File: config.mk
export PLATFORM = sky130hd
export DESIGN_NAME = doc_output_conditioner
export DESIGN_NICKNAME = d
export VERILOG_FILES = /design/src/rtl/doc_pkg.sv /design/src/rtl/doc_output_conditioner.sv
export SDC_FILE = /design/constraint.sdc
export NUM_CORES = 1
export LEC_CHECK = 0
export BUFFER_PORTS_ARGS = -buffer_cell sky130_fd_sc_hd__buf_4
export CAP_MARGIN = 40
export CORE_AREA = 2 2 187 189
export DETAILED_ROUTE_END_ITERATION = 10
export DIE_AREA = 0 0 189 191
export GPL_TIMING_DRIVEN = 0
export SYNTH_ARGS = -nofsm -noshare
export SYNTH_HDL_FRONTEND = slang
export SYNTH_SLANG_ARGS = --single-unit
File: constraint.sdc
create_clock -name clk -period 3.3 [get_ports clk]
set_clock_uncertainty 0.1 [all_clocks]
set_input_delay 0.66 -clock clk [delete_from_list [all_inputs] [get_ports clk]]
set_output_delay 0.66 -clock clk [all_outputs]
set_load 0.03 [all_outputs]
File: src/rtl/doc_pkg.sv
// constants and types shared by the digital output conditioner
package doc_pkg;
  // clock and tick timing
  localparam int unsigned CLK_HZ            = 40_000_000;
  localparam int unsigned TICK_PERIOD_US    = 1000;
  localparam int unsigned TICK_CYCLES       = (CLK_HZ / 1_000_000) * TICK_PERIOD_US;
  // delay limits in milliseconds
  localparam int unsigned ACT_DELAY_MAX_MS  = 60000;
  localparam int unsigned HOLD_TIME_MAX_MS  = 9999;
  localparam int unsigned ACT_DELAY_RST_MS  = 0;
  localparam int unsigned HOLD_TIME_RST_MS  = 0;
  localparam int unsigned DELAY_W           = 16;
  // output count and indexes
  localparam int unsigned NUM_OUT           = 3;
  localparam int unsigned IDX_EMBEDDED      = 0;
  localparam int unsigned IDX_EXT_A         = 1;
  localparam int unsigned IDX_EXT_B         = 2;
  // assignment codes
  localparam int unsigned ASSIGN_W                 = 4;
  localparam logic [3:0] ASSIGN_NONE               = 4'h0;
  localparam logic [3:0] ASSIGN_EVENT              = 4'h1;
  localparam logic [3:0] ASSIGN_CMD_BIT            = 4'h2;
  localparam logic [3:0] FAULT_STATE_ASSIGN        = 4'h3;
  localparam logic [3:0] MAINS_CONTACTOR_ASSIGN    = 4'h4;
  localparam logic [3:0] DC_CHARGING_ASSIGN        = 4'h5;
  localparam logic [3:0] BRAKE_SEQUENCE_ASSIGN     = 4'h6;
  localparam logic [3:0] OUTPUT_CONTACTOR_ASSIGN   = 4'h7;
  // polarity encoding and reset value
  localparam logic POL_POSITIVE = 1'b0;
  localparam logic POL_NEGATIVE = 1'b1;
  localparam logic POL_RST      = POL_POSITIVE;
  localparam logic FALLBACK_RST = 1'b0;
  // per-output timer state
  typedef enum logic [3:0] {
    DOC_IDLE_OFF = 4'b0001,
    DOC_WAIT_ON  = 4'b0010,
    DOC_IDLE_ON  = 4'b0100,
    DOC_WAIT_OFF = 4'b1000
  } doc_state_e;
endpackage

File: src/rtl/doc_output_conditioner.sv
// digital output conditioner: delay, hold, polarity and fallback per output
`timescale 1ns/1ps
`default_nettype none
// Operation
// RULE1: on-event waits activation delay, ms steps
// RULE2: off-event waits holding time, ms steps
// RULE3: selectable per-output polarity, positive default
// RULE4: safety assignments force zero delay, hold
// RULE5: safety assignments force positive polarity
// RULE6: pulse-train assignment takes embedded pin
// RULE7: assignment forces fallback enable off
// RULE8: fallback only for fieldbus-driven outputs
// RULE9: fallback off keeps output on fault
// RULE10: command-bit assignment not disabled by fault
// RULE11: extension outputs only with module present
// RULE12: fallback on forces inactive on error
// RULE13: unassigned output follows command, holds on error
// RULE14: timers count ms tick, reversal cancels
module doc_output_conditioner #(
  parameter int unsigned TICK_CYCLES = doc_pkg::TICK_CYCLES
) (
  input  wire logic                                      clk,
  input  wire logic                                      rst_n,
  // register port
  input  wire logic [7:0]                                reg_addr,
  input  wire logic [31:0]                               reg_wdata,
  input  wire logic                                      reg_wr,
  input  wire logic                                      reg_rd,
  output logic      [31:0]                               reg_rdata,
  // drive-side sources
  input  wire logic [doc_pkg::NUM_OUT-1:0]               event_in,
  input  wire logic [doc_pkg::NUM_OUT-1:0]               cmd_bit,
  input  wire logic                                      fault_state,
  input  wire logic                                      comm_error,
  input  wire logic                                      ext_module_present,
  input  wire logic                                      pulse_train_assigned,
  input  wire logic                                      pulse_train_level,
  // pins
  output logic                                           embedded_output,
  output logic                                           extension_output_a,
  output logic                                           extension_output_b
);
  // register map in byte addresses; each output owns a block of four words:
  //   base+0x0 assignment code, base+0x4 activation delay in ms,
  //   base+0x8 holding time in ms, base+0xC bit0 polarity, bit1 fallback
  //   0x30 status: pins [2:0], internal on state [5:3], extension fitted [6]
  //   reads return effective values, so forced settings show as forced
  localparam logic [7:0] OFS_ASSIGN   = 8'h00;
  localparam logic [7:0] OFS_DELAY    = 8'h04;
  localparam logic [7:0] OFS_HOLD     = 8'h08;
  localparam logic [7:0] OFS_CTRL     = 8'h0C;
  localparam logic [7:0] OFS_STATUS   = 8'h30;
  localparam logic [7:0] BLOCK_STRIDE = 8'h10;
  localparam logic [15:0] TICK_LAST   = 16'(TICK_CYCLES - 1);
  localparam logic [15:0] DELAY_MAX   = 16'(doc_pkg::ACT_DELAY_MAX_MS);
  localparam logic [15:0] HOLD_MAX    = 16'(doc_pkg::HOLD_TIME_MAX_MS);

  // status inputs from outside the clock domain: two stages
  logic [doc_pkg::NUM_OUT-1:0] ev_s1_q, ev_s2_q, cmd_s1_q, cmd_s2_q;
  logic [4:0]                  misc_s1_q, misc_s2_q;

  // event synchroniser; only the second stage feeds the timers
  always_ff @(posedge clk or negedge rst_n) begin
    if (!rst_n) begin
      ev_s1_q <= '0;
      ev_s2_q <= '0;
    end else begin
      ev_s1_q <= event_in;
      ev_s2_q <= ev_s1_q;
    end
  end

  // fieldbus command bit synchroniser
  always_ff @(posedge clk or negedge rst_n) begin
    if (!rst_n) begin
      cmd_s1_q <= '0;
      cmd_s2_q <= '0;
    end else begin
      cmd_s1_q <= cmd_bit;
      cmd_s2_q <= cmd_s1_q;
    end
  end

  // drive state and pulse-train synchroniser; same stage count as the data
  // so a fault and a command change seen together stay together
  always_ff @(posedge clk or negedge rst_n) begin
    if (!rst_n) begin
      misc_s1_q <= '0;
      misc_s2_q <= '0;
    end else begin
      misc_s1_q <= {fault_state, comm_error, ext_module_present, pulse_train_assigned, pulse_train_level};
      misc_s2_q <= misc_s1_q;
    end
  end
  logic fault_s, comm_err_s, ext_present_s, pto_assigned_s, pto_level_s;
  assign {fault_s, comm_err_s, ext_present_s, pto_assigned_s, pto_level_s} = misc_s2_q;

  // millisecond tick divider; one shared enable keeps all outputs aligned
  logic [15:0] div_q;
  logic        tick_q;
  always_ff @(posedge clk or negedge rst_n) begin
    if (!rst_n) begin
      div_q  <= '0;
      tick_q <= 1'b0;
    end else if (div_q == TICK_LAST) begin // RULE14
      div_q  <= '0;
      tick_q <= 1'b1;
    end else begin
      div_q  <= div_q + 16'h0001;
      tick_q <= 1'b0;
    end
  end

  // per-output configuration and timing state
  logic [3:0]  assign_q [doc_pkg::NUM_OUT];
  logic [15:0] delay_q  [doc_pkg::NUM_OUT];
  logic [15:0] hold_q   [doc_pkg::NUM_OUT];
  logic        pol_q    [doc_pkg::NUM_OUT];
  logic        fb_en_q  [doc_pkg::NUM_OUT];
  logic [doc_pkg::NUM_OUT-1:0] pin_q;
  logic [doc_pkg::NUM_OUT-1:0] logic_on;
  logic [doc_pkg::NUM_OUT-1:0] present;

  assign present = {ext_present_s, ext_present_s, 1'b1}; // RULE11

  genvar g;
  generate
    for (g = 0; g < doc_pkg::NUM_OUT; g++) begin : g_out
      localparam logic [7:0] BASE = 8'(g * 16);
      logic       safety;
      logic       assigned;
      logic       is_cmd;
      logic       fb_eff;
      logic       pol_eff;
      logic [15:0] dly_eff;
      logic [15:0] hld_eff;
      logic       src;
      logic       wr_asg;
      logic       wr_dly;
      logic       wr_hld;
      logic       wr_ctrl;
      logic [15:0] cnt_q;
      logic       hold_err_q;
      doc_pkg::doc_state_e st_q;

      assign safety = (assign_q[g] == doc_pkg::FAULT_STATE_ASSIGN) ||
                      (assign_q[g] == doc_pkg::MAINS_CONTACTOR_ASSIGN) ||
                      (assign_q[g] == doc_pkg::DC_CHARGING_ASSIGN) ||
                      (assign_q[g] == doc_pkg::BRAKE_SEQUENCE_ASSIGN) ||
                      (assign_q[g] == doc_pkg::OUTPUT_CONTACTOR_ASSIGN);
      // embedded output counts as assigned when the pulse train owns it
      assign assigned = (assign_q[g] != doc_pkg::ASSIGN_NONE) ||
                        ((g == doc_pkg::IDX_EMBEDDED) && pto_assigned_s);
      assign is_cmd   = (assign_q[g] == doc_pkg::ASSIGN_CMD_BIT);
      assign fb_eff   = fb_en_q[g] && !assigned; // RULE7
      assign pol_eff  = safety ? doc_pkg::POL_POSITIVE : pol_q[g]; // RULE5
      assign dly_eff  = safety ? 16'h0000 : delay_q[g]; // RULE4
      assign hld_eff  = safety ? 16'h0000 : hold_q[g]; // RULE4

      // source select: fieldbus bit when unassigned or command-bit assigned
      always_comb begin
        if (!assigned || is_cmd) begin
          src = cmd_s2_q[g]; // RULE8 RULE13
        end else begin
          src = ev_s2_q[g];
        end
      end

      // write strobes for this output's four words
      assign wr_asg  = reg_wr && (reg_addr == BASE + OFS_ASSIGN);
      assign wr_dly  = reg_wr && (reg_addr == BASE + OFS_DELAY);
      assign wr_hld  = reg_wr && (reg_addr == BASE + OFS_HOLD);
      assign wr_ctrl = reg_wr && (reg_addr == BASE + OFS_CTRL);

      // assignment code; decides source, safety forcing and fallback
      always_ff @(posedge clk or negedge rst_n) begin
        if (!rst_n) begin
          assign_q[g] <= doc_pkg::ASSIGN_NONE;
        end else if (wr_asg) begin
          assign_q[g] <= reg_wdata[3:0];
        end
      end

      // activation delay, clamped; refused while a safety function owns the pin
      always_ff @(posedge clk or negedge rst_n) begin
        if (!rst_n) begin
          delay_q[g] <= 16'(doc_pkg::ACT_DELAY_RST_MS);
        end else if (wr_dly && !safety) begin // RULE4
          delay_q[g] <= (reg_wdata[15:0] > DELAY_MAX) ? DELAY_MAX : reg_wdata[15:0]; // RULE1
        end
      end

      // holding time, clamped at HOLD_MAX rather than DELAY_MAX; same refusal as the delay
      always_ff @(posedge clk or negedge rst_n) begin
        if (!rst_n) begin
          hold_q[g] <= 16'(doc_pkg::HOLD_TIME_RST_MS);
        end else if (wr_hld && !safety) begin // RULE4
          hold_q[g] <= (reg_wdata[15:0] > HOLD_MAX) ? HOLD_MAX : reg_wdata[15:0]; // RULE2
        end
      end

      // polarity and fallback kept as written; forcing applies only on use,
      // so a setting comes back once the forcing assignment is removed
      always_ff @(posedge clk or negedge rst_n) begin
        if (!rst_n) begin
          pol_q[g]   <= doc_pkg::POL_RST;
          fb_en_q[g] <= doc_pkg::FALLBACK_RST;
        end else if (wr_ctrl) begin
          pol_q[g]   <= reg_wdata[0]; // RULE3
          fb_en_q[g] <= reg_wdata[1];
        end
      end

      // delay and hold timer; a reversal before expiry cancels the change
      always_ff @(posedge clk or negedge rst_n) begin
        if (!rst_n) begin
          st_q  <= doc_pkg::DOC_IDLE_OFF;
          cnt_q <= '0;
        end else begin
          case (st_q)
            doc_pkg::DOC_IDLE_OFF: begin
              if (src) begin
                cnt_q <= '0;
                st_q  <= (dly_eff == 16'h0000) ? doc_pkg::DOC_IDLE_ON : doc_pkg::DOC_WAIT_ON; // RULE1
              end
            end
            doc_pkg::DOC_WAIT_ON: begin
              if (!src) begin
                st_q <= doc_pkg::DOC_IDLE_OFF; // RULE14
              end else if (tick_q) begin
                if (cnt_q + 16'h0001 >= dly_eff) begin
                  st_q <= doc_pkg::DOC_IDLE_ON; // RULE1
                end
                cnt_q <= cnt_q + 16'h0001;
              end
            end
            doc_pkg::DOC_IDLE_ON: begin
              if (!src) begin
                cnt_q <= '0;
                st_q  <= (hld_eff == 16'h0000) ? doc_pkg::DOC_IDLE_OFF : doc_pkg::DOC_WAIT_OFF; // RULE2
              end
            end
            doc_pkg::DOC_WAIT_OFF: begin
              if (src) begin
                st_q <= doc_pkg::DOC_IDLE_ON; // RULE14
              end else if (tick_q) begin
                if (cnt_q + 16'h0001 >= hld_eff) begin
                  st_q <= doc_pkg::DOC_IDLE_OFF; // RULE2
                end
                cnt_q <= cnt_q + 16'h0001;
              end
            end
            default: st_q <= doc_pkg::DOC_IDLE_OFF;
          endcase
        end
      end

      assign logic_on[g] = (st_q == doc_pkg::DOC_IDLE_ON) || (st_q == doc_pkg::DOC_WAIT_OFF);

      // freeze marker: on an error without fallback the fieldbus output holds
      always_ff @(posedge clk or negedge rst_n) begin
        if (!rst_n) begin
          hold_err_q <= 1'b0;
        end else begin
          hold_err_q <= (fault_s || comm_err_s) && !fb_eff && (!assigned || is_cmd); // RULE9 RULE10 RULE13
        end
      end

      // pin level: polarity, fallback, pulse-train takeover, presence
      always_ff @(posedge clk or negedge rst_n) begin
        if (!rst_n) begin
          pin_q[g] <= 1'b0;
        end else if (!present[g]) begin
          pin_q[g] <= 1'b0; // RULE11
        end else if ((g == doc_pkg::IDX_EMBEDDED) && pto_assigned_s) begin
          pin_q[g] <= pto_level_s; // RULE6
        end else if (fb_eff && !assigned && (fault_s || comm_err_s)) begin
          pin_q[g] <= pol_eff; // RULE12 inactive level is the inverse of active
        end else if (hold_err_q) begin
          pin_q[g] <= pin_q[g]; // RULE9 RULE13
        end else begin
          pin_q[g] <= logic_on[g] ^ pol_eff; // RULE3
        end
      end
    end
  endgenerate

  assign embedded_output    = pin_q[doc_pkg::IDX_EMBEDDED];
  assign extension_output_a = pin_q[doc_pkg::IDX_EXT_A];
  assign extension_output_b = pin_q[doc_pkg::IDX_EXT_B];

  // read port: data one cycle after the strobe, zero elsewhere
  always_ff @(posedge clk or negedge rst_n) begin
    if (!rst_n) begin
      reg_rdata <= '0;
    end else begin
      reg_rdata <= '0;
      if (reg_rd) begin
        for (int i = 0; i < doc_pkg::NUM_OUT; i++) begin
          if (reg_addr == 8'(i * 16) + OFS_ASSIGN) begin
            reg_rdata <= {28'h0, assign_q[i]};
          end
          if (reg_addr == 8'(i * 16) + OFS_DELAY) begin
            reg_rdata <= {16'h0, g_out_dly(i)};
          end
          if (reg_addr == 8'(i * 16) + OFS_HOLD) begin
            reg_rdata <= {16'h0, g_out_hld(i)};
          end
          if (reg_addr == 8'(i * 16) + OFS_CTRL) begin
            reg_rdata <= {30'h0, g_out_fb(i), g_out_pol(i)};
          end
        end
        if (reg_addr == OFS_STATUS) begin
          reg_rdata <= {24'h0, 1'b0, ext_present_s, logic_on, pin_q};
        end
      end
    end
  end

  // effective values shown to software
  function automatic logic [15:0] g_out_dly(input int i);
    case (i)
      0:       g_out_dly = g_out[0].dly_eff;
      1:       g_out_dly = g_out[1].dly_eff;
      default: g_out_dly = g_out[2].dly_eff;
    endcase
  endfunction
  function automatic logic [15:0] g_out_hld(input int i);
    case (i)
      0:       g_out_hld = g_out[0].hld_eff;
      1:       g_out_hld = g_out[1].hld_eff;
      default: g_out_hld = g_out[2].hld_eff;
    endcase
  endfunction
  function automatic logic g_out_fb(input int i);
    case (i)
      0:       g_out_fb = g_out[0].fb_eff;
      1:       g_out_fb = g_out[1].fb_eff;
      default: g_out_fb = g_out[2].fb_eff;
    endcase
  endfunction
  function automatic logic g_out_pol(input int i);
    case (i)
      0:       g_out_pol = g_out[0].pol_eff;
      1:       g_out_pol = g_out[1].pol_eff;
      default: g_out_pol = g_out[2].pol_eff;
    endcase
  endfunction
endmodule
`default_nettype wire

## Word level (Yosys, flattened, before mapping)

Index checks and enable logic that the tools add are counted.

- Add/subtract/negate cells: 4
- $lt $le $gt $ge: 8
- Equality and inequality tests: 70
- Muxes and demuxes: 90
- Bitwise operators: 3
- Reductions and logical operators: 81

Operators with widths:

| cell | number |
|---|---|
| $mux W32 | 13 |
| $mux W16 | 24 |
| $pmux W16 S4 | 3 |
| $mux W4 | 28 |
| $ge A16 B16 Y1 | 6 |
| $logic_not A16 Y1 | 6 |
| $add A16 B1 Y16 const B | 4 |
| $eq A4 B3 Y1 const B | 15 |
| $pmux W4 S4 | 3 |
| $eq A8 B6 Y1 const B | 5 |
| $eq A4 B2 Y1 const B | 9 |
| $ne A3 B3 Y1 const B | 12 |
| $logic_and A1 B1 Y1 | 33 |
| $eq A8 B5 Y1 const B | 4 |
| $ne A2 B2 Y1 const B | 12 |
| $reduce_bool A4 Y1 | 6 |
| $logic_or A1 B1 Y1 | 20 |
| $reduce_and A6 Y1 | 3 |
| $eq A16 B16 Y1 const B | 1 |
| $eq A8 B4 Y1 const B | 2 |
| $gt A16 B14 Y1 const B | 1 |
| $gt A16 B16 Y1 const B | 1 |
| $mux W1 | 16 |
| $reduce_and A5 Y1 | 3 |
| other kinds (8) | 26 |

- Flip-flop bits (word level): 251
- Word-level logic and storage cells: 292

## Logic depth before layout (Yosys ltp)

Gate-level depths: netlist (run 1).

- Depth in word-level cells: 19
- Mapped depth: 17

## Worst setup path before layout (run 1)

No wires, ideal clock.

- Path kind: reg2reg
- Start: register g_out[2].cnt_q[0]
- End: register g_out[2].st_q[1]
- Arrival time: 3.420 ns
- Data required time: 3.075 ns
- Path slack: -0.345 ns
- Stages on the path, launching flop included: 18
- Path buffers: 1
- Path through: dfrtp_1 ha_1 nand2_1 or2_2 clkbuf_1 nor2_1 nand2_1 nor2_1 xnor2_1 inv_1 ha_1 a21oi_1 nand2_1 a2111o_1 a41o_1 a21oi_1 or4b_4 mux2_4

- Longest elaborated chain between the ends: 4
- Elaborated cells on any way between the ends: 6
- Those cells by class: add/sub: 1; order compare: 2; eq/ne: 2; reduce/logical: 1

RTL lines:

| item | RTL line | RTL |
|---|---|---|
| from (decl) | doc_output_conditioner.sv:142 | `logic [15:0] cnt_q;` |
| from (signal assigned) | doc_output_conditioner.sv:234 | `cnt_q <= cnt_q + 16'h0001;` |
| from (signal assigned) | doc_output_conditioner.sv:250 | `cnt_q <= cnt_q + 16'h0001;` |
| $add A16 B1 Y16 (*) | doc_output_conditioner.sv:231, doc_output_conditioner.sv:247 |  |
| $ge A16 B16 Y1 (on tied branches) | doc_output_conditioner.sv:231, doc_output_conditioner.sv:247 |  |
| $ne A3 B3 Y1 (no source line) | n/a |  |
| $reduce_and A6 Y1 (no source line) (*) | n/a |  |
| to (signal assigned) | doc_output_conditioner.sv:229 | `st_q <= doc_pkg::DOC_IDLE_OFF;` |
| to (signal assigned) | doc_output_conditioner.sv:232 | `st_q <= doc_pkg::DOC_IDLE_ON;` |
| to (signal assigned) | doc_output_conditioner.sv:248 | `st_q <= doc_pkg::DOC_IDLE_OFF;` |
| to (decl) | doc_output_conditioner.sv:144 | `doc_pkg::doc_state_e st_q;` |

Mark *: on every way between the ends. The rest lies on a longest branch, timed or not.
A chain may end at the register's enable or synchronous reset.

## Worst setup path in the final report (run 1)

Ends and elaborated chain as after synthesis.

==> flow_summary.yaml, run 1 <==
sta:
  min_period_ps: 3500
  finalWorstSetupSlack_ps: -200.2
  maxClockFrequency_mhz: 285.7
  period_share_pct: 106.1
  rsz0062_at_grt: "true"
  slew_headroom_pct: 36.97
  finalHoldViolCount: 0
  worst_pin_slew_ps: 935.6
  slew_viol_final: 0
  setup_viol: 4
  holdWs_ps: 47.02
drt:
  ant_nets: 0
  wirelength_um: 45290
  first_pass_iters: 6
  vias: 12940
  dr.first_iter.drc_count: 1083
  drc_errors: 0
  routedWlPerCell_um: 20.47
  via_per_inst: 5.849
floorplan:
  core-area_um2: 34120
  start_util_pct: 41.53
  dieArea_um2: 36100
  die_h_um: 191
  ios: 90
  std_cell_rows: 68
  die_x_um: 189
run_status:
  status: "complete, but fails checks"
  violations: "setup timing"
clocking:
  clockRootBuffer: "clkbuf_16"
  cts_tree: "yes"
  cts_hold_buf: 0
  clk_pin_slew_ps: 60
  clockBufferDepth: 3
  htree_levels: 1
  cts.sinks: 235
  cts_made_buffers: 28
  insertion_delay_ps: 570
logic_synthesis:
  synth_edf_count: 0
  synth-seq-cells: 235
  synth_area_leaders: "dfrtp_1, ha_1, nand2_1"
  synth_seq_area_share_pct: 41.53
  syn_avg_cell_area_um2: 8.917
  postSynth.asyncResetShare_pct: 100.0
  synth_top_area_share_pct: 40.97
  synthCells: 1589
  syn_area_um2: 14170
  ys_warn_count: 0
  synth_top_area_cell: "dfrtp_1"
  synth_cell_types: 85
  synth-main-ff-cell: "dfrtp_1"
global_route:
  track_usage_pct: 25.02
  grt_pass1_vias: 12440
  grt_max_degree: 120
  grt_pass1_wl_um: 70690
  gr-total-overflow: 0
  antenna_found_initial: 0
setup_path:
  crit_arrival_ps: 3850
  worstPathRequired_ps: 3650
  worstSetupEndpointType: "flop"
  worstSetupStartpoint: "g_out[2].cnt_q[0]"
  worstSetupPathType: "reg -> reg"
  crit_fanout: 5
  cp-start-kind: "flop"
  r2r-start: "g_out[2].cnt_q[0]"
min_path:
  hold_path_class: "in -> async"
pwr:
  leakagePower_nw: 7.588
  peakVddDrop_v: 0.0004254
  p_per_area_nw_per_um2: 492.8
cells_and_area:
  area_growth_pct: 21.03
  num_antenna_cells: 0
  drive_gt1_share_pct: 18.26
  layoutNonFillerInstCount: 2213
  fin_util_pct: 50.27
  final_cell_area_um2: 17150
  num-nets-final: 1889
flow_run:
  maxCapViolations: 0
place:
  placed_area_um2: 15350
  place_congestion: 0.9623
  placedCellCount: 2119
  hpwl_um: 33270
  port_buffers: 54
-- metrics by stage --
step / total power [mW] / TNS, ps / setup slack [ps]
6_report: 8.451 / -578.3 / -200.2
3_5_place_dp: 4.954 / -8004 / -1097
4_1_cts: 8.410 / -191.2 / -134.8
2_1_floorplan: 4.380 / -26.10 / -26.10
3_3_place_gp: 4.907 / -104940 / -1080
5_1_grt: 8.835 / -1249 / -294.1
-- layout make-up --
type,instances,area [um2]
plain buffers,88,485.5
clock buffers,40,847.1
clock inverters,12,167.7
fillers,3165,16970
inverters,23,86.33
multi-input cells,1250,8208
flip-flops and latches,235,5896
well taps,455,569.3
repair buffers,110,890.9
-- routing by layer --
layer  part of all wire (%)  GRT usage [%]  vias up
met2                     45          39.18      470
met4                    3.5          9.014        0
met1                     45          35.55     6350
li1                       -              -     6036
met3                    6.4          3.176       87
met5                      0              0        -
-- synth_stat cells, types with 7 or more instances --
master	n
inv_1	23
clkbuf_1	61
nand2_1	273
and3_1	20
nand3_1	54
or3_1	7
dfrtp_1	232
xor2_1	18
o21ai_0	165
nand4_1	25
xnor2_1	39
o211ai_1	7
a31oi_1	17
a21o_1	18
and2_1	19
nor2b_1	15
o31ai_1	14
nor3_1	18
buf_1	8
or2_2	7
nand2b_1	35
a222oi_1	13
nor2_1	100
a211oi_1	12
o22ai_1	11
a22oi_1	16
ha_1	98
mux2_2	30
buf_2	7
a21oi_1	66
nor4_1	29
buf_4	16
-- layout by cell type (no fill, tap or decap), types with 9 or more instances in the layout --
master	count
nand4_1	25
xor2_1	14
ha_1	92
o21ai_0	160
inv_1	21
a21oi_1	62
dfrtp_2	9
buf_2	10
a31oi_1	17
conb_1	16
dfrtp_1	223
a21o_1	18
a22oi_1	16
mux2_2	30
nor4_1	28
a211oi_1	9
clkbuf_1	51
nand2b_1	34
xnor2_1	33
o31ai_1	14
buf_4	120
and3_1	13
nor2b_1	15
and2_1	18
nor2_1	94
clkbuf_8	10
nand2_1	270
clkbuf_16	29
nand3_1	47
nor3_1	17
o22ai_1	9
a222oi_1	13
-- critical path: stages, from the launching register on --
cell      delay [ps]
dfrtp_2          430
ha_4             160
nand2_2           40
or2_4            250
nor2_4           100
nand2_2           80
nor2_4           130
xnor2_2          140
inv_2             90
ha_4             260
a21oi_2          120
nand2_1           60
a2111o_1         430
buf_6            140
nor4_4           320
or4b_4           230
mux2_4           290
-- flip-flops by register name (all words and copies together) (netlist names), 5 cells and up --
signal	cells
misc_s1_q	5
div_q	16
hold_q	48
delay_q	48
assign_q	12
misc_s2_q	5
g_out.cnt_q	48
reg_rdata	16
g_out.st_q	12
-- logic make-up after synthesis --
kind of cell	synth area share (%)
simple gates	21.32
compound gates	18.28
flops	41.53
buf+inv	3.929
fa+ha+maj	8.653
xor+xnor	3.523
mux	2.737
other cells	0.02646
-- where the power goes --
part	switching [mW]	internal (mW)
clock	1.27	2.09
sequential	0.203	3.06
combinational	1.11	0.724
total	2.58	5.87
-- path summary, 6_finish.rpt --
kind,endpoint,slack (ps),depth (start not counted)
worst max-delay path,g_out[2].st_q[1],-200,16
worst min-delay path,g_out[0].cnt_q[15],50,2
worst max register to register,g_out[2].st_q[1],-200,16
worst min register to register,misc_s2_q[0],250,0
max in group asynchronous,g_out[1].cnt_q[0],1960,3
min in group clk,misc_s1_q[3],100,1
-- repair_timing --
action | in CTS | in global routing
gates resized for setup | 58 | 56
setup buffers | 33 | 17
endpoints found under the hold margin | 0 | 0
setup endpoints to repair | 12 | 13
pin swaps | 22 | 42
Note: power is estimated with default switching activity, not from simulation.
==> inputs of run 2 (changes only) <==
ABC_AREA = 1   (was not set)
CORE_AREA = 2 2 189 191   (was 2 2 187 189)
DIE_AREA = 0 0 191 193   (was 0 0 189 191)
SLEW_MARGIN = 25   (was not set)
==> run 2 against run 1 <==
The run now ends clean. Hold slack better by 54 ps. Final cell count up 13%. Count of clock-buffer cells in the layout down 1. Maximum frequency up 8.2%. Register-to-register slack better by 260 ps. Global-route usage down 1.8 points. Synthesized cell count up 18%. Worst setup slack better by 260 ps. Die area up 2.1%. Critical path depth up 2.
==> flow_summary.yaml, run 2 <==
run_status:
  status: "complete, no violations"
floorplan:
  std_cell_rows: 69
  ios: 90
  start_util_pct: 41.13
  die_h_um: 193
  die_x_um: 191
  dieArea_um2: 36860
  core-area_um2: 34960
global_route:
  track_usage_pct: 23.27
  gr-total-overflow: 0
  antenna_found_initial: 0
  grt_pass1_wl_um: 67340
  grt_pass1_vias: 12630
  grt_max_degree: 72
clocking:
  clk_pin_slew_ps: 60
  clockRootBuffer: "clkbuf_16"
  clockBufferDepth: 3
  insertion_delay_ps: 560
  cts.sinks: 235
  cts_made_buffers: 28
  cts_tree: "yes"
  htree_levels: 1
pwr:
  peakVddDrop_v: 0.0004266
  leakagePower_nw: 8.351
  p_per_area_nw_per_um2: 501.7
place:
  port_buffers: 57
  hpwl_um: 33250
  place_congestion: 0.9700
logic_synthesis:
  yosysMostFrequentCell: "nand2_1"
  synthCells: 1870
  synth_top_area_share_pct: 40.37
  postSynth.asyncResetShare_pct: 100.0
  synth_top_area_cell: "dfrtp_1"
  yosys-top-cells-count: "nand2_1, inv_1, dfrtp_1"
  ys_warn_count: 0
  synth_edf_count: 0
  synth_cell_types: 55
  synth_area_leaders: "dfrtp_1, nand2_1, ha_1"
  syn_avg_cell_area_um2: 7.691
  syn_area_um2: 14380
  synth-main-ff-cell: "dfrtp_1"
  synth-seq-cells: 235
  synth_seq_area_share_pct: 40.91
min_path:
  hold_path_class: "in -> reg"
  hp-start: "fault_state"
  hold_path_depth: 1
setup_path:
  cpMostUsedCell: "nand2_1"
  crit_buf_inv: 2
  r2r-start: "g_out[0].cnt_q[0]"
  worstSetupStartpoint: "g_out[0].cnt_q[0]"
  cp.depth: 18
  worstSetupEndpointType: "flop"
  crit_arrival_ps: 3580
  reg2reg_depth: 18
  r2r_slack_ps: 60
  slowest_delay_ps: 390
  worstPathRequired_ps: 3650
  crit_family: "simple AND/OR/NAND/NOR gates"
  cpMaxStageDelayCell: "dfrtp_2"
  cp-start-kind: "flop"
  crit_chain: "buf_4 -> nand2_1 -> nor2_2 -> nand3_1 -> nand3b_1 -> nor3_2 -> xor2_1 -> inv_1 -> ha_1 -> nand3_4 -> nor3_4 -> nand2_1 -> nand3_2 -> nor3_2 -> nor2_2 -> nand3_2 -> nand2_1 -> nand2_1"
  worstSetupPathType: "reg -> reg"
  crit_fanout: 5
cells_and_area:
  drive_gt1_share_pct: 16.45
  num-nets-final: 2168
  final_cell_mix: "nand2_1, inv_1, dfrtp_1"
  fin_util_pct: 49.46
  reg.largest.list: "delay_q (48), g_out.cnt_q (48), hold_q (48)"
  fill_cells: 3455
  area_growth_pct: 20.25
  num_antenna_cells: 0
  final_common_cell: "nand2_1"
sta:
  rsz0062_at_grt: "true"
  period_share_pct: 98.06
  worst_pin_slew_ps: 694.6
  maxClockFrequency_mhz: 309.0
  min_period_ps: 3236
  finalHoldViolCount: 0
  setup_tns_ps: 0
  slew_viol_final: 0
  slew_headroom_pct: 53.31
  setup_viol: 0
drt:
  dr.first_iter.drc_count: 958
  routedWlPerCell_um: 17.28
  drc_errors: 0
  wl_met3_um: 2946
  via_per_inst: 5.267
  ant_nets: 0
  wl_met1_um: 19680
  wirelength_um: 43140
  first_pass_iters: 5
  wl_met2_um: 19060
  vias: 13150
  top_layer: "met4"
flow_run:
  maxCapViolations: 0
[run 2: changes by cell type after synthesis, sizes merged, moves of 32 or more]
cell / previous run / this run
nand2: 273 / 443
inv: 23 / 288
nor2: 100 / 174
clkbuf: 62 / 19
nand2b: 35 / 0
nand3: 54 / 89
mux2: 32 / 0
xnor2: 39 / 1
[run 2: per-stage QoR]
| step | instance area (um2) | setup slack (ps) | power [mW] | instances | hold WS, ps |
|---|---|---|---|---|---|
| 6_report | 17300 | 64.11 | 8.677 | 2497 | 101.5 |
| 5_1_grt | 17300 | -217.0 | 9.154 | 2497 | 91.01 |
| 4_1_cts | 16750 | 5.041 | 8.653 | 2477 | 85.91 |
| 3_5_place_dp | 15530 | -442.6 | 5.329 | 2406 | 234.7 |
| 3_3_place_gp | 15440 | -503.8 | 5.285 | 2403 | 232.4 |
| 2_1_floorplan | 14440 | 186.8 | 4.705 | 1885 | 231.2 |
[run 2: logic make-up (layout without fill, tap and decap cells)]
family | Yosys count | after routing | synth area share [%]
and+or+nand+nor | 811 | 811 | 24.52
buffers and inverters | 343 | 494 | 9.926
AOI/OAI and AO/OA | 344 | 344 | 13.77
DFF | 235 | 235 | 40.91
adders and majority gates | 98 | 98 | 8.525
other | 1 | 16 | 0.02607
xor gates and xnor gates | 38 | 38 | 2.314
[run 2: path summary, 6_finish.rpt]
check,end
worst max-delay path,g_out[0].st_q[1]
worst min-delay path,misc_s1_q[4]
worst max register to register,g_out[0].st_q[1]
worst min register to register,ev_s2_q[0]
max in group asynchronous,cmd_s1_q[1]
min in group asynchronous,g_out[0].cnt_q[8]
[run 2: what timing repair did]
item	4_1_cts	5_1_grt
endpoints found under the setup margin	12	12
buffers inserted	19	20
hold endpoints to repair	47	0
pin swaps	12	57
hold buffers	1	0
resized for setup	23	91
[run 2: worst reg2reg max path, stage by stage, from the launching register on]
cell and delay [ps]:
dfrtp_2 390, buf_4 160, nand2_1 70, nor2_2 140, nand3_1 140, nand3b_1 240, nor3_2 160, xor2_1 260
inv_1 120, ha_1 360, nand3_4 100, nor3_4 210, nand2_1 90, nand3_2 90, nor3_2 50, nor2_2 210
nand3_2 120, nand2_1 90, nand2_1 40
[run 2: power by group]
| part | switching (mW) | total (mW) | internal [mW] | leakage [nW] |
|---|---|---|---|---|
| clock network | 1.27 | 3.27 | 2.00 | 0.485 |
| registers | 0.133 | 3.21 | 3.08 | 3.13 |
| logic | 1.46 | 2.19 | 0.735 | 4.74 |
[run 2: routing by layer]
| layer | global-route usage, % | vias to the layer above |
|---|---|---|
| met1 | 33.20 | 6245 |
| met3 | 3.602 | 83 |
| met4 | 8.020 | 0 |
| li1 | - | 6405 |
| met2 | 35.99 | 419 |
| met5 | 0 | - |
[run 2: final cells by class]
| type | instances | area, um2 | share of cell area (%) |
|---|---|---|---|
| Clock inverter | 12 | 171.4 | 0.9911 |
| Buffer | 53 | 337.8 | 1.953 |
| Clock buffer | 39 | 802.0 | 4.637 |
| Inverter | 290 | 1092 | 6.316 |
| Tap cell | 461 | 576.8 | 3.335 |
| Timing Repair Buffer | 100 | 828.3 | 4.789 |
| Sequential cell | 235 | 5887 | 34.04 |
| Multi-Input combinational cell | 1307 | 7600 | 43.94 |
==> inputs of run 3 (changes only) <==
CORE_AREA = 2 2 164 166   (was 2 2 189 191)
DIE_AREA = 0 0 166 168   (was 0 0 191 193)
PLACE_DENSITY = 0.76   (was not set)
==> run 3 against run 2 <==
Sequential share of layout area up 0.63 points. Via count up 3.6%. Total power down 3.2%. Worst setup slack worse by 28 ps. Hold slack better by 16 ps. Sequential cell count unchanged. Design area down 1.8%.
==> flow_summary.yaml, run 3 (synthesis gave the netlist of run 2 again) <==
drt:
  vias: 13620
  via_per_inst: 5.750
  wirelength_um: 41400
  dr.first_iter.drc_count: 1395
  ant_nets: 0
  first_pass_iters: 6
  drc_errors: 0
  routedWlPerCell_um: 17.47
pwr:
  p_per_area_nw_per_um2: 494.7
  p_seq_share_pct: 38.2
  p_sw_share_pct: 33.56
  p_int_mw: 5.581
  p_switching_mw: 2.819
  peakVddDrop_v: 0.0005157
  leakagePower_nw: 8.279
  p_comb_share_pct: 26.2
  pwr-share-clk_pct: 35.6
sta:
  min_period_ps: 3264
  finalWorstSetupSlack_ps: 36.21
  rsz0062_at_grt: "true"
  finalHoldViolCount: 0
  slew_headroom_pct: 53.48
  period_share_pct: 98.90
  slew_viol_final: 0
  maxClockFrequency_mhz: 306.4
  holdWs_ps: 117.5
  setup_viol: 0
  worst_pin_slew_ps: 692.0
run_status:
  status: "complete, no violations"
floorplan:
  die_x_um: 166
  start_util_pct: 54.58
  core-area_um2: 26350
  dieArea_um2: 27890
  std_cell_rows: 60
  ios: 90
  die_h_um: 168
setup_path:
  crit_fanout: 5
  slowest_delay_ps: 410
  worstPathRequired_ps: 3630
  crit_family: "simple AND/OR/NAND/NOR gates"
  worstSetupEndpointType: "flop"
  crit_arrival_ps: 3590
  cpMaxStageDelayCell: "dfrtp_1"
  cp-start-kind: "flop"
  crit_chain: "ha_4 -> nand3_4 -> nor2_4 -> nand2_2 -> nor2_2 -> nand2_2 -> nor2_4 -> nand3_2 -> nor2_2 -> xor2_1 -> inv_1 -> ha_1 -> nand2_1 -> inv_1 -> nand3_2 -> nor3_4 -> nand2_1 -> nand3_2 -> nor3_2 -> nor2_2 -> nand3_2 -> nand2_1 -> nand2_1"
  crit_buf_inv: 2
  worstSetupPathType: "reg -> reg"
cells_and_area:
  final_cell_mix: "nand2_1, inv_1, dfrtp_1"
  area_growth_pct: 18.07
  reg.largest.list: "delay_q (48), g_out.cnt_q (48), hold_q (48)"
  num-nets-final: 2162
  drive_gt1_share_pct: 15.88
  final_common_cell: "nand2_1"
  fill_cells: 2258
  num_antenna_cells: 0
  layoutNonFillerInstCount: 2369
clocking:
  cts_tree: "yes"
  clockBufferDepth: 3
  cts_made_buffers: 26
  htree_levels: 1
  clockRootBuffer: "clkbuf_16"
  clk_pin_slew_ps: 60
  cts.sinks: 235
  insertion_delay_ps: 550
place:
  port_buffers: 57
  place_congestion: 0.9804
  placedCellCount: 2285
  hpwl_um: 31120
  dp_slack_ps: -424.2
global_route:
  gr-total-overflow: 0
  grt_pass1_vias: 12780
  grt_pass1_wl_um: 65610
  antenna_found_initial: 1
  grt_max_degree: 84
  track_usage_pct: 28.88
min_path:
  hold_path_class: "in -> reg"
flow_run:
  maxCapViolations: 0
-- run 3: changes by cell type in the layout (fill, tap and decap cells not counted), sizes merged --
cell | before | now
clkbuf | 58 | 53
clkinv | 10 | 12
buf | 133 | 129
bufinv | 4 | 3
-- run 3: metrics by stage --
step	TNS [ps]	cell area, um2	power, mW	utilization [%]
floorplan	0	14440	4.705	-
global placement	-76830	15290	5.236	58.04
detailed placement	-2828	15360	5.294	58.28
CTS	0	16540	8.339	62.78
global route	-1013	16980	8.814	64.44
finish	0	16980	8.400	64.44
-- run 3: final timing paths --
check,cells past startpoint,to,startpoint,slack (ps)
max,23,g_out[0].st_q[3],g_out[0].cnt_q[1],40
min,1,misc_s1_q[4],fault_state,120
max reg2reg,23,g_out[0].st_q[3],g_out[0].cnt_q[1],40
min reg2reg,0,ev_s2_q[1],ev_s1_q[1],240
max in group asynchronous,4,g_out[2].st_q[0],rst_n,1300
min in group asynchronous,2,g_out[0].cnt_q[8],rst_n,550
-- run 3: area by class of cell --
class,instances,area [um2],share of cell area (%)
multi-input combinational,1307,7582,44.65
sequential,235,5887,34.67
inverter,290,1090,6.418
timing repair buffer,96,782.0,4.605
clock buffer,34,720.7,4.244
tap,341,426.7,2.513
buffer,53,337.8,1.989
clock inverter,13,155.1,0.9136
-- run 3: repair_timing --
action	in CTS	in global routing
gates resized for setup	34	72
endpoints found under the hold margin	13	0
buffers inserted	21	15
endpoints found under the setup margin	11	12
pin swaps	21	49
hold buffers	1	0
-- run 3: power by group through the flow --
stage / logic [mW] / clock network, mW / registers, mW
2_1_floorplan: 1.47 / 0 / 3.24
3_3_place_gp: 1.99 / 0 / 3.25
3_5_place_dp: 2.04 / 0 / 3.26
4_1_cts: 2.12 / 3.01 / 3.21
5_1_grt: 2.45 / 3.13 / 3.23
6_report: 2.20 / 2.99 / 3.21
-- run 3: layer usage --
layer  share of wire, %  routed length, um  global-route usage (%)
met5              0.027                 11                       0
met4                3.4               1389                   8.998
met3                9.8               4050                   5.383
met2                 45              18590                   45.82
met1                 42              17360                   40.46
